## config.mk

```make
export PLATFORM = sky130hd
export DESIGN_NAME = bca_top
export DESIGN_NICKNAME = d
export VERILOG_FILES = /design/src/pkg/bca_pkg.sv /design/src/core/bca_cond_eval.sv /design/src/core/bca_top.sv
export SDC_FILE = /design/constraint.sdc
export NUM_CORES = 1
export LEC_CHECK = 0
export ABC_AREA = 1
export BUFFER_PORTS_ARGS = -buffer_cell sky130_fd_sc_hd__buf_2
export CAP_MARGIN = 20
export CORE_ASPECT_RATIO = 0.5
export CORE_MARGIN = 2
export CORE_UTILIZATION = 49
export CTS_BUF_LIST = sky130_fd_sc_hd__clkbuf_4 sky130_fd_sc_hd__clkbuf_8 sky130_fd_sc_hd__clkbuf_16
export DETAILED_ROUTE_END_ITERATION = 10
export PLACE_DENSITY = 0.87
export SKIP_CTS_REPAIR_TIMING = 1
export SYNTH_ARGS = -nofsm -noshare
export SYNTH_HDL_FRONTEND = slang
export SYNTH_SLANG_ARGS = --single-unit
```

## constraint.sdc

```tcl
create_clock -name pclk -period 5 [get_ports pclk]
set_clock_uncertainty 0.1 [all_clocks]
set_input_delay 0 -clock pclk [delete_from_list [all_inputs] [get_ports pclk]]
set_output_delay 0 -clock pclk [all_outputs]
set_load 0.005 [all_outputs]
```

## src/pkg/bca_pkg.sv

```systemverilog
package bca_pkg;

   localparam int unsigned BCA_DATA_W = 8;
   localparam int unsigned BCA_SEL_W = 4;
   localparam int unsigned BCA_ADDR_W = 12;

   // Jump condition selector codes
   localparam logic [3:0] BCA_SEL_NEVER = 4'h0;
   localparam logic [3:0] BCA_SEL_ALWAYS = 4'h8;
   localparam logic [3:0] BCA_SEL_CARRY_SET = 4'h7;
   localparam logic [3:0] BCA_SEL_CARRY_CLEAR = 4'hF;
   localparam logic [3:0] BCA_SEL_RESULT_ZERO = 4'h6;
   localparam logic [3:0] BCA_SEL_WHEN_RESULT_NONZERO = 4'hE;
   localparam logic [3:0] BCA_SEL_WHEN_POSITIVE = 4'hD;
   localparam logic [3:0] BCA_SEL_WHEN_NEGATIVE = 4'h5;
   localparam logic [3:0] BCA_SEL_WHEN_SIGNED_WRAP = 4'h4;
   localparam logic [3:0] BCA_SEL_WHEN_NO_SIGNED_WRAP = 4'hC;
   localparam logic [3:0] BCA_SEL_SIGNED_AT_OR_ABOVE = 4'h9;
   localparam logic [3:0] BCA_SEL_SIGNED_BELOW = 4'h1;
   localparam logic [3:0] BCA_SEL_SIGNED_ABOVE = 4'hA;
   localparam logic [3:0] BCA_SEL_SIGNED_AT_OR_BELOW = 4'h2;
   localparam logic [3:0] BCA_SEL_UNSIGNED_ABOVE = 4'hB;
   localparam logic [3:0] BCA_SEL_UNSIGNED_AT_OR_BELOW = 4'h3;
   // Aliases sharing a code
   localparam logic [3:0] BCA_SEL_WHEN_OPERANDS_MATCH = BCA_SEL_RESULT_ZERO;
   localparam logic [3:0] BCA_SEL_WHEN_OPERANDS_DIFFER = BCA_SEL_WHEN_RESULT_NONZERO;
   localparam logic [3:0] BCA_SEL_UNSIGNED_BELOW = BCA_SEL_CARRY_SET;
   localparam logic [3:0] BCA_SEL_UNSIGNED_AT_OR_ABOVE = BCA_SEL_CARRY_CLEAR;

   // Register byte offsets
   localparam logic [11:0] BCA_OFS_FLAGS = 12'h000;
   localparam logic [11:0] BCA_OFS_ALU_CMD = 12'h004;
   localparam logic [11:0] BCA_OFS_JUMP = 12'h008;

   // Field positions
   localparam int unsigned BCA_FLAGS_LSB = 0;
   localparam int unsigned BCA_CMD_DST_LSB = 0;
   localparam int unsigned BCA_CMD_SRC_LSB = 8;
   localparam int unsigned BCA_CMD_CARRY_BIT = 16;
   localparam int unsigned BCA_JMP_SEL_LSB = 0;
   localparam int unsigned BCA_JMP_TAKEN_BIT = 4;

   // Values after reset
   localparam logic [3:0] BCA_FLAGS_RST = 4'h0;
   localparam logic [7:0] BCA_RESULT_RST = 8'h00;
   localparam logic [3:0] BCA_SEL_RST = 4'h0;
   localparam logic [31:0] BCA_RDATA_RST = 32'h0000_0000;

   // Flags, carry in the top bit
   typedef struct packed {
      logic c;
      logic z;
      logic s;
      logic v;
   } bca_flags_s;

   typedef struct packed {
      logic with_carry;
      logic [7:0] src;
      logic [7:0] dst;
   } bca_alu_req_s;

endpackage

```

## src/core/bca_cond_eval.sv

```systemverilog
`timescale 1ns/100ps
module bca_cond_eval
   import bca_pkg::*;
(
   input wire logic [3:0] sel,
   input wire bca_flags_s flags,
   output logic taken
);

   logic sv_w;

   assign sv_w = flags.s ^ flags.v;

   always_comb begin
      case (sel)
         // RL3: never and always
         BCA_SEL_NEVER: taken = 1'b0;
         BCA_SEL_ALWAYS: taken = 1'b1;
         // RL4: carry tests
         BCA_SEL_CARRY_SET: taken = flags.c;
         BCA_SEL_CARRY_CLEAR: taken = ~flags.c;
         // RL5: zero tests
         BCA_SEL_RESULT_ZERO: taken = flags.z;
         BCA_SEL_WHEN_RESULT_NONZERO: taken = ~flags.z;
         // RL6: sign and overflow
         BCA_SEL_WHEN_POSITIVE: taken = ~flags.s;
         BCA_SEL_WHEN_NEGATIVE: taken = flags.s;
         BCA_SEL_WHEN_SIGNED_WRAP: taken = flags.v;
         BCA_SEL_WHEN_NO_SIGNED_WRAP: taken = ~flags.v;
         // RL7: signed order
         BCA_SEL_SIGNED_AT_OR_ABOVE: taken = ~sv_w;
         BCA_SEL_SIGNED_BELOW: taken = sv_w;
         BCA_SEL_SIGNED_ABOVE: taken = ~(flags.z | sv_w);
         BCA_SEL_SIGNED_AT_OR_BELOW: taken = flags.z | sv_w;
         // RL8: unsigned order
         BCA_SEL_UNSIGNED_ABOVE: taken = ~flags.c & ~flags.z;
         BCA_SEL_UNSIGNED_AT_OR_BELOW: taken = flags.c | flags.z;
         default: taken = 1'b0;
      endcase
   end

endmodule

```

## src/core/bca_top.sv

```systemverilog
// Function
// RL1: Jump decision comes only from the 4-bit selector and current flags.
// RL2: Only carry, zero, sign and overflow flags feed the condition test.
// RL3: Selector 0000 never jumps, 1000 always jumps, whatever the flags.
// RL4: 0111 true on carry set, 1111 true on carry clear.
// RL5: 0110 true on zero set, 1110 true on zero clear.
// RL6: 1101 sign clear, 0101 sign set, 0100 overflow set, 1100 overflow clear.
// RL7: 1001/0001 test sign XOR overflow; 1010/0010 add zero OR to that.
// RL8: 1011 needs carry and zero clear; 0011 needs carry or zero set.
// RL9: Add forms the 8-bit sum of destination and source; source untouched.
// RL10: Add-with-carry adds the present carry flag as an extra addend.
// RL11: Carry in lets a low-byte carry ripple into the next high byte.
// RL12: Carry flag set on carry out of the top bit, else cleared.
// RL13: Zero flag set on all-zero result, sign flag on negative result.
// RL14: Overflow set when like-signed operands give opposite-signed result.
// RL15: Condition tests never change flags; taken redirects, false continues.
`timescale 1ns/100ps
module bca_top
   import bca_pkg::*;
(
   input wire logic pclk,
   input wire logic presetn,
   input wire logic psel,
   input wire logic penable,
   input wire logic pwrite,
   input wire logic [11:0] paddr,
   input wire logic [31:0] pwdata,
   output logic [31:0] prdata,
   output logic pready,
   output logic pslverr,
   input wire logic seq_alu_start,
   input wire bca_alu_req_s seq_alu_req,
   input wire logic seq_jump_eval,
   input wire logic [3:0] jump_condition_selector,
   output logic [7:0] alu_result,
   output logic alu_result_valid,
   output bca_flags_s flags_out,
   output logic jump_valid,
   output logic jump_taken,
   output logic jump_redirect,
   output logic jump_continue
);

   ////////////////////////////////////////////////////////////////////////////
   // APB decode

   logic setup_w;
   logic access_w;
   logic hit_flags_w;
   logic hit_alu_w;
   logic hit_jump_w;
   logic stall_w;
   logic flag_wr_w;
   logic apb_alu_go_w;
   logic apb_jump_go_w;

   assign setup_w = psel & ~penable;
   assign access_w = psel & penable;
   assign hit_flags_w = (paddr == BCA_OFS_FLAGS);
   assign hit_alu_w = (paddr == BCA_OFS_ALU_CMD);
   assign hit_jump_w = (paddr == BCA_OFS_JUMP);

   // Sequencer owns the datapath; a colliding bus add or jump command waits a cycle
   assign stall_w = access_w & pwrite &
                    ((hit_alu_w & seq_alu_start) | (hit_jump_w & seq_jump_eval));
   assign pready = ~stall_w;

   assign flag_wr_w = access_w & pwrite & hit_flags_w;
   assign apb_alu_go_w = access_w & pwrite & hit_alu_w & ~seq_alu_start;
   assign apb_jump_go_w = access_w & pwrite & hit_jump_w & ~seq_jump_eval;

   ////////////////////////////////////////////////////////////////////////////
   // Adder

   bca_flags_s flags_q;
   bca_flags_s flags_new_w;
   bca_alu_req_s req_w;
   logic alu_go_w;
   logic carry_in_w;
   logic [8:0] sum9_w;
   logic [7:0] res_w;
   logic [7:0] alu_result_q;
   logic alu_valid_q;

   assign alu_go_w = seq_alu_start | apb_alu_go_w;

   always_comb begin
      if (seq_alu_start) begin
         req_w = seq_alu_req;
      end else begin
         req_w.dst = pwdata[BCA_CMD_DST_LSB +: 8];
         req_w.src = pwdata[BCA_CMD_SRC_LSB +: 8];
         req_w.with_carry = pwdata[BCA_CMD_CARRY_BIT];
      end
   end

   // RL10: carry flag as addend
   // RL11: ripples low-byte carry upward
   assign carry_in_w = req_w.with_carry & flags_q.c;

   // RL9: two's-complement sum
   assign sum9_w = {1'b0, req_w.dst} + {1'b0, req_w.src} + {8'h00, carry_in_w};
   assign res_w = sum9_w[7:0];

   always_comb begin
      // RL12: carry out of bit 7
      flags_new_w.c = sum9_w[8];
      // RL13: zero and sign
      flags_new_w.z = (res_w == 8'h00);
      flags_new_w.s = res_w[7];
      // RL14: signed overflow
      flags_new_w.v = (req_w.dst[7] == req_w.src[7]) & (res_w[7] != req_w.dst[7]);
   end

   // Add update beats a bus write of the flags in the same cycle
   always_ff @(posedge pclk or negedge presetn) begin
      if (!presetn) begin
         flags_q <= BCA_FLAGS_RST;
      end else if (alu_go_w) begin
         flags_q <= flags_new_w;
      end else if (flag_wr_w) begin
         flags_q <= pwdata[BCA_FLAGS_LSB +: 4];
      end
   end

   always_ff @(posedge pclk or negedge presetn) begin
      if (!presetn) begin
         alu_result_q <= BCA_RESULT_RST;
         alu_valid_q <= 1'b0;
      end else begin
         alu_valid_q <= alu_go_w;
         if (alu_go_w) begin
            alu_result_q <= res_w;
         end
      end
   end

   assign alu_result = alu_result_q;
   assign alu_result_valid = alu_valid_q;
   assign flags_out = flags_q;

   ////////////////////////////////////////////////////////////////////////////
   // Condition evaluation

   logic jmp_go_w;
   logic [3:0] jmp_sel_w;
   logic taken_w;
   logic [3:0] last_sel_q;
   logic jump_valid_q;
   logic jump_taken_q;

   assign jmp_go_w = seq_jump_eval | apb_jump_go_w;
   assign jmp_sel_w = seq_jump_eval ? jump_condition_selector :
                      pwdata[BCA_JMP_SEL_LSB +: 4];

   // RL1: selector and flags only
   // RL2: four flags in
   bca_cond_eval bca_cond_eval_inst (
      .sel(jmp_sel_w),
      .flags(flags_q),
      .taken(taken_w)
   );

   always_ff @(posedge pclk or negedge presetn) begin
      if (!presetn) begin
         last_sel_q <= BCA_SEL_RST;
         jump_valid_q <= 1'b0;
         jump_taken_q <= 1'b0;
      end else begin
         jump_valid_q <= jmp_go_w;
         if (jmp_go_w) begin
            last_sel_q <= jmp_sel_w;
            jump_taken_q <= taken_w;
         end
      end
   end

   // RL15: redirect or fall through
   assign jump_valid = jump_valid_q;
   assign jump_taken = jump_taken_q;
   assign jump_redirect = jump_valid_q & jump_taken_q;
   assign jump_continue = jump_valid_q & ~jump_taken_q;

   ////////////////////////////////////////////////////////////////////////////
   // Read path, sampled in the setup cycle so prdata comes from flops

   logic [31:0] prdata_q;
   logic pslverr_q;

   always_ff @(posedge pclk or negedge presetn) begin
      if (!presetn) begin
         prdata_q <= BCA_RDATA_RST;
         pslverr_q <= 1'b0;
      end else if (setup_w) begin
         prdata_q <= BCA_RDATA_RST;
         pslverr_q <= ~(hit_flags_w | hit_alu_w | hit_jump_w);
         if (!pwrite) begin
            if (hit_flags_w) begin
               prdata_q[BCA_FLAGS_LSB +: 4] <= flags_q;
            end
            if (hit_alu_w) begin
               prdata_q[BCA_CMD_DST_LSB +: 8] <= alu_result_q;
            end
            if (hit_jump_w) begin
               prdata_q[BCA_JMP_SEL_LSB +: 4] <= last_sel_q;
               prdata_q[BCA_JMP_TAKEN_BIT] <= jump_taken_q;
            end
         end
      end
   end

   assign prdata = prdata_q;
   assign pslverr = pslverr_q & access_w;
endmodule

```

## Word-level counts from Yosys, hierarchy flattened

Cells that the tools add are included.

- Output and inout port bits: 51
- Flip-flop bits (word level): 28
- Input bits: 72
- Word-level logic and storage cells: 82

- Bitwise operators: 37
- Reductions and logical operators: 4
- Equal/unequal tests: 19
- Muxes and demuxes: 9
- $add $sub $neg: 2

Operators by type and width:

| cell | count |
|---|---|
| 4-bit == test, second input constant | 8 |
| 1-bit bitwise AND | 17 |
| 17-bit 2-to-1 mux | 1 |
| 4-bit by 3-bit == test with 1-bit output, second input constant | 4 |
| 4-bit 2-to-1 mux | 4 |
| 8-bit 2-to-1 mux | 2 |
| 1-bit case mux with 16 select lines | 1 |
| 12-bit by 3-bit == test with 1-bit output, second input constant | 1 |
| 12-bit by 4-bit == test with 1-bit output, second input constant | 1 |
| 12-bit logical NOT | 1 |
| 1-bit inverter | 12 |
| 8-bit by 8-bit adder with 9-bit output | 1 |
| 9-bit by 1-bit adder with 9-bit output | 1 |
| 4-bit by 2-bit == test with 1-bit output, second input constant | 2 |
| 8-bit logical NOT | 1 |
| 1-bit OR | 7 |
| 5-bit 2-to-1 mux | 1 |
| 4-bit by 1-bit == test with 1-bit output, second input constant | 1 |
| 4-bit logical NOT | 1 |
| 2-bit nonzero test | 1 |
| 1-bit == test | 1 |
| 1-bit inequality test | 1 |
| 1-bit XOR | 1 |

## Logic depth before layout (Yosys ltp)

- Word-level depth: 6
- Mapped depth: 16
- Gate-level depth less buffers: 15

## Modules after synthesis

Synthesis repeated with hierarchy kept, for this count alone.

- Cells, all modules: 380
- Area total of the unflattened synthesis: 2,432.3 um^2

Modules (own cells, without submodules):

| module | instances | area an instance (um^2) | cells each |
|---|---|---|---|
| bca_top | 1 | 2,190.9 | 320 |
| bca_cond_eval | 1 | 241.5 | 60 |

## Worst setup path after synthesis

OpenSTA, ideal clock, no wires.

- Kind: input port to flip-flop
- Start: input port seq_alu_start
- End: register flags_q, in the netlist flags_out[2]
- Arrival: 1.988 ns
- Slack: 2.835 ns
- Cell stages on the path: 15
- Cells stage by stage: clkinv_1 clkbuf_1 nand2_1 nand2_1 fa_1 fa_1 nand3_1 nand2_1 nand2_1 nand2_1 nand2_1 nand2_1 nor2_1 nand2_1 a21oi_1

- Word-level cells in the longest chain between the ends: 5
- Elaborated cells between the ends (all ways): 10

RTL lines:

| what | line | RTL |
|---|---|---|
| start: declaration | bca_top.sv:31 | `input wire logic seq_alu_start,` |
| 17-bit 2-to-1 mux | bca_top.sv:88 | `if (seq_alu_start) begin` |
| 8-bit by 8-bit adder with 9-bit output or 1-bit bitwise AND (tied branches) | bca_top.sv:102, bca_top.sv:99 |  |
| 9-bit by 1-bit adder with 9-bit output | bca_top.sv:102 | `assign sum9_w = {1'b0, req_w.dst} + {1'b0, req_w.src} + {8'h00, carry_in_w};` |
| 8-bit logical NOT | bca_top.sv:109 | `flags_new_w.z = (res_w == 8'h00);` |
| 4-bit 2-to-1 mux | bca_top.sv:119 | `end else if (alu_go_w) begin` |
| end signal: assignment | bca_top.sv:120 | `flags_q <= flags_new_w;` |
| end signal: assignment | bca_top.sv:122 | `flags_q <= pwdata[BCA_FLAGS_LSB +: 4];` |
| end: declaration | bca_top.sv:75 | `bca_flags_s flags_q;` |

Parallel ways exist; a longest one is shown, timed or not.
A chain may end at the register's enable or synchronous reset.

## Worst setup path in the final report

Ends and elaborated chain as after synthesis.

==> results.cfg <==
[status]
status = finished, final reports clean

[sta]
fin_crit_ps = 2570
final-max-slew-violation-count = 0
slew_headroom_pct = 60.8
tightest_slew_ps = 589
fin_crit_sh_pct = 51.4
rsz0062_at_grt = false
fmax_mhz = 389
setup-tns-final_ps = 0
final-hold-violation-count = 0
finalSetupViolCount = 0

[global_route]
grt_pass1_vias = 1895
gr-usage-all-layers_pct = 20.3
gr-total-overflow = 0
grt_max_degree = 29
antenna_found_initial = 0
grt_pass1_wl_um = 8250

[critical_path]
cp-end-kind = register
worst-setup-path-type = input pin to register
r2r_end = flags_out[2]$_DFFE_PN0P_
max_stage_delay_ps = 490
start_kind = input pin
crit_slowest_cell = clkinv_1
path_cells = buf_2 -> clkinv_1 -> nand2_1 -> nand2_1 -> fa_1 -> fa_1 -> nand3_1 -> nand2_1 -> nand2_1 -> nand2_1 -> nand2_1 -> nand2_1 -> nor2_1 -> nand2_1 -> a21oi_1
worstPathMaxFanout = 21
reg2reg_depth = 13
arrival_ps = 2680
r2r_slack_ps = 2610
worstPathRequired_ps = 5110
crit_path_frequent_cell = nand2_1
reg2reg_from = flags_out[3]$_DFFE_PN0P_

[clock_network]
clkSlewWorstSetupHoldPaths_ps = 90
clock_latency_ps = 270
htreeDepth = 1
clock_sink_count = 28
clk_path_buf_depth = 2
cts_made_buffers = 3
cts_tree = yes
cts_root_buffer = clkbuf_8

[min_path]
hp-class = input pin to register
hold_depth = 5
worst_hold_path.endpoint = last_sel_q[1]$_DFFE_PN0P_
min_from = jump_condition_selector[1]

[drt]
drc = 0
ant_nets = 0
detail_route.wl_per_cell_um = 10.8
first_pass_iters = 4
initialDrtViolationCount = 82
routed_via_density = 4.70
drt-total-wl_um = 5220
routed-via-count = 2280

[final_layout]
antenna_cells = 0
area.growth.synth_to_final_pct = 22.1
nets = 510
fill_cells = 417
mostFrequentLayoutCells = nand2_1, buf_2, inv_1
final_common_cell = nand2_1
layout-drive-gt1-share_pct = 23.6

[placed_design]
gp_congestion = 0.847
port_buffers = 83
hpwl_um = 4130

[power_and_ir_drop]
leakage_nw = 1.60
cellPowerDensity_mw_per_mm2 = 229
ir_worst_vdd_uv = 126
total_power_w = 0.000630

[synthesis]
ys_async_sr_fraction_pct = 100
synth_edf_count = 0
synth_seq_area_share_pct = 31.1
ys_types = 35
netlist_area_sq_mm = 0.00225
avgSynthCellArea_sq_um = 6.65
synth_flop_cell = dfrtp_1
ys_warn_count = 0
ys_seq_elements = 28
synth_top_area_share_pct = 31.1
ys_top_cells_by_area = dfrtp_1, nand2_1, buf_4
synth_cells = 339
yosysTopAreaCell = dfrtp_1

[flow_run]
maxCapViolCount = 0

[die]
start_util_pct = 51.2
fp.dieW_um = 99.9
die_y_um = 52.0
num_rows = 17
dieArea_sq_mm = 0.00519
core_area_sq_mm = 0.00440
io_pins = 123
report_power, final:
| part | internal [W] | switching [W] |
|---|---|---|
| clock network | 0.0000706 | 0.0000682 |
| logic | 0.0000914 | 0.000124 |
| registers | 0.000253 | 0.0000238 |
routing by layer:
layer	share of wire, %	global-route usage (%)
met5	0	0
met1	46	25.9
met4	1.1	7.08
met3	6.2	2.55
met2	47	36.1
cells by family (layout without fill, tap and decap cells):
group / count (synthesis) / after routing / synth area share, %
compound gates: 49 / 49 / 11.8
xor+xnor: 4 / 4 / 1.55
fa+ha+maj: 9 / 9 / 5.66
buf+inv: 71 / 137 / 16.0
flops: 28 / 28 / 31.1
mux: 1 / 1 / 0.444
other cells: 1 / 24 / 0.166
simple gates: 176 / 176 / 33.4
final cells by class:
| class | instances | area [sq um] | area share [%] |
|---|---|---|---|
| well taps | 57 | 71.3 | 2.59 |
| repair buffers | 90 | 485 | 17.6 |
| flip-flops and latches | 28 | 701 | 25.4 |
| clock buffers | 4 | 55.1 | 2.00 |
| multi-input cells | 263 | 1280 | 46.5 |
| inverters | 43 | 161 | 5.86 |
Yosys cell counts, types with 3 or more instances:
| library cell | count |
|---|---|
| a21oi_1 | 11 |
| buf_4 | 25 |
| dfrtp_1 | 28 |
| ha_1 | 7 |
| inv_1 | 38 |
| inv_2 | 4 |
| nand2_1 | 118 |
| nand2_2 | 3 |
| nand3_1 | 21 |
| nor2_1 | 21 |
| nor3_1 | 4 |
| o21ai_0 | 27 |
| o21ai_1 | 3 |
worst max-delay path by stage:
| stage | from | endpoint | slack, ps | cells after the start |
|---|---|---|---|---|
| 2_1_floorplan | seq_alu_start | flags_out[2]$_DFFE_PN0P_ | 2840 | 15 |
| 3_3_place_gp | seq_alu_start | flags_out[2]$_DFFE_PN0P_ | 2130 | 15 |
| 3_5_place_dp | seq_alu_start | flags_out[2]$_DFFE_PN0P_ | 2120 | 15 |
| 4_1_cts | seq_alu_start | flags_out[2]$_DFFE_PN0P_ | 2400 | 15 |
| 5_1_grt | seq_alu_start | flags_out[2]$_DFFE_PN0P_ | 2070 | 15 |
| 6_report | seq_alu_start | flags_out[2]$_DFFE_PN0P_ | 2430 | 15 |
critical path, delay by kind of cell:
family          cells  cell delay [ps]
simple gates       10              890
buf+inv             2              770
fa+ha+maj           2              890
compound gates      1              110
registers in the layout, summed over array words and instances, names as in the netlist:
signal,flops
alu_result,8
prdata,8
pslverr_q,1
alu_result_valid,1
last_sel_q,4
jump_taken,1
flags_out,4
jump_valid,1
through the flow:
stage	setup WS [ps]	hold WS [ps]	instance area, sq um	instances	utilization (%)
floorplan	2840	-396	2340	362	-
global placement	2130	-63.4	2630	474	59.7
detailed placement	2120	-54.5	2630	474	59.7
global route	2070	26.2	2750	485	62.5
finish	2430	2.16	2750	485	62.5
CTS	2400	-354	2680	478	61.0
Note: power is estimated with default switching activity, not from simulation.
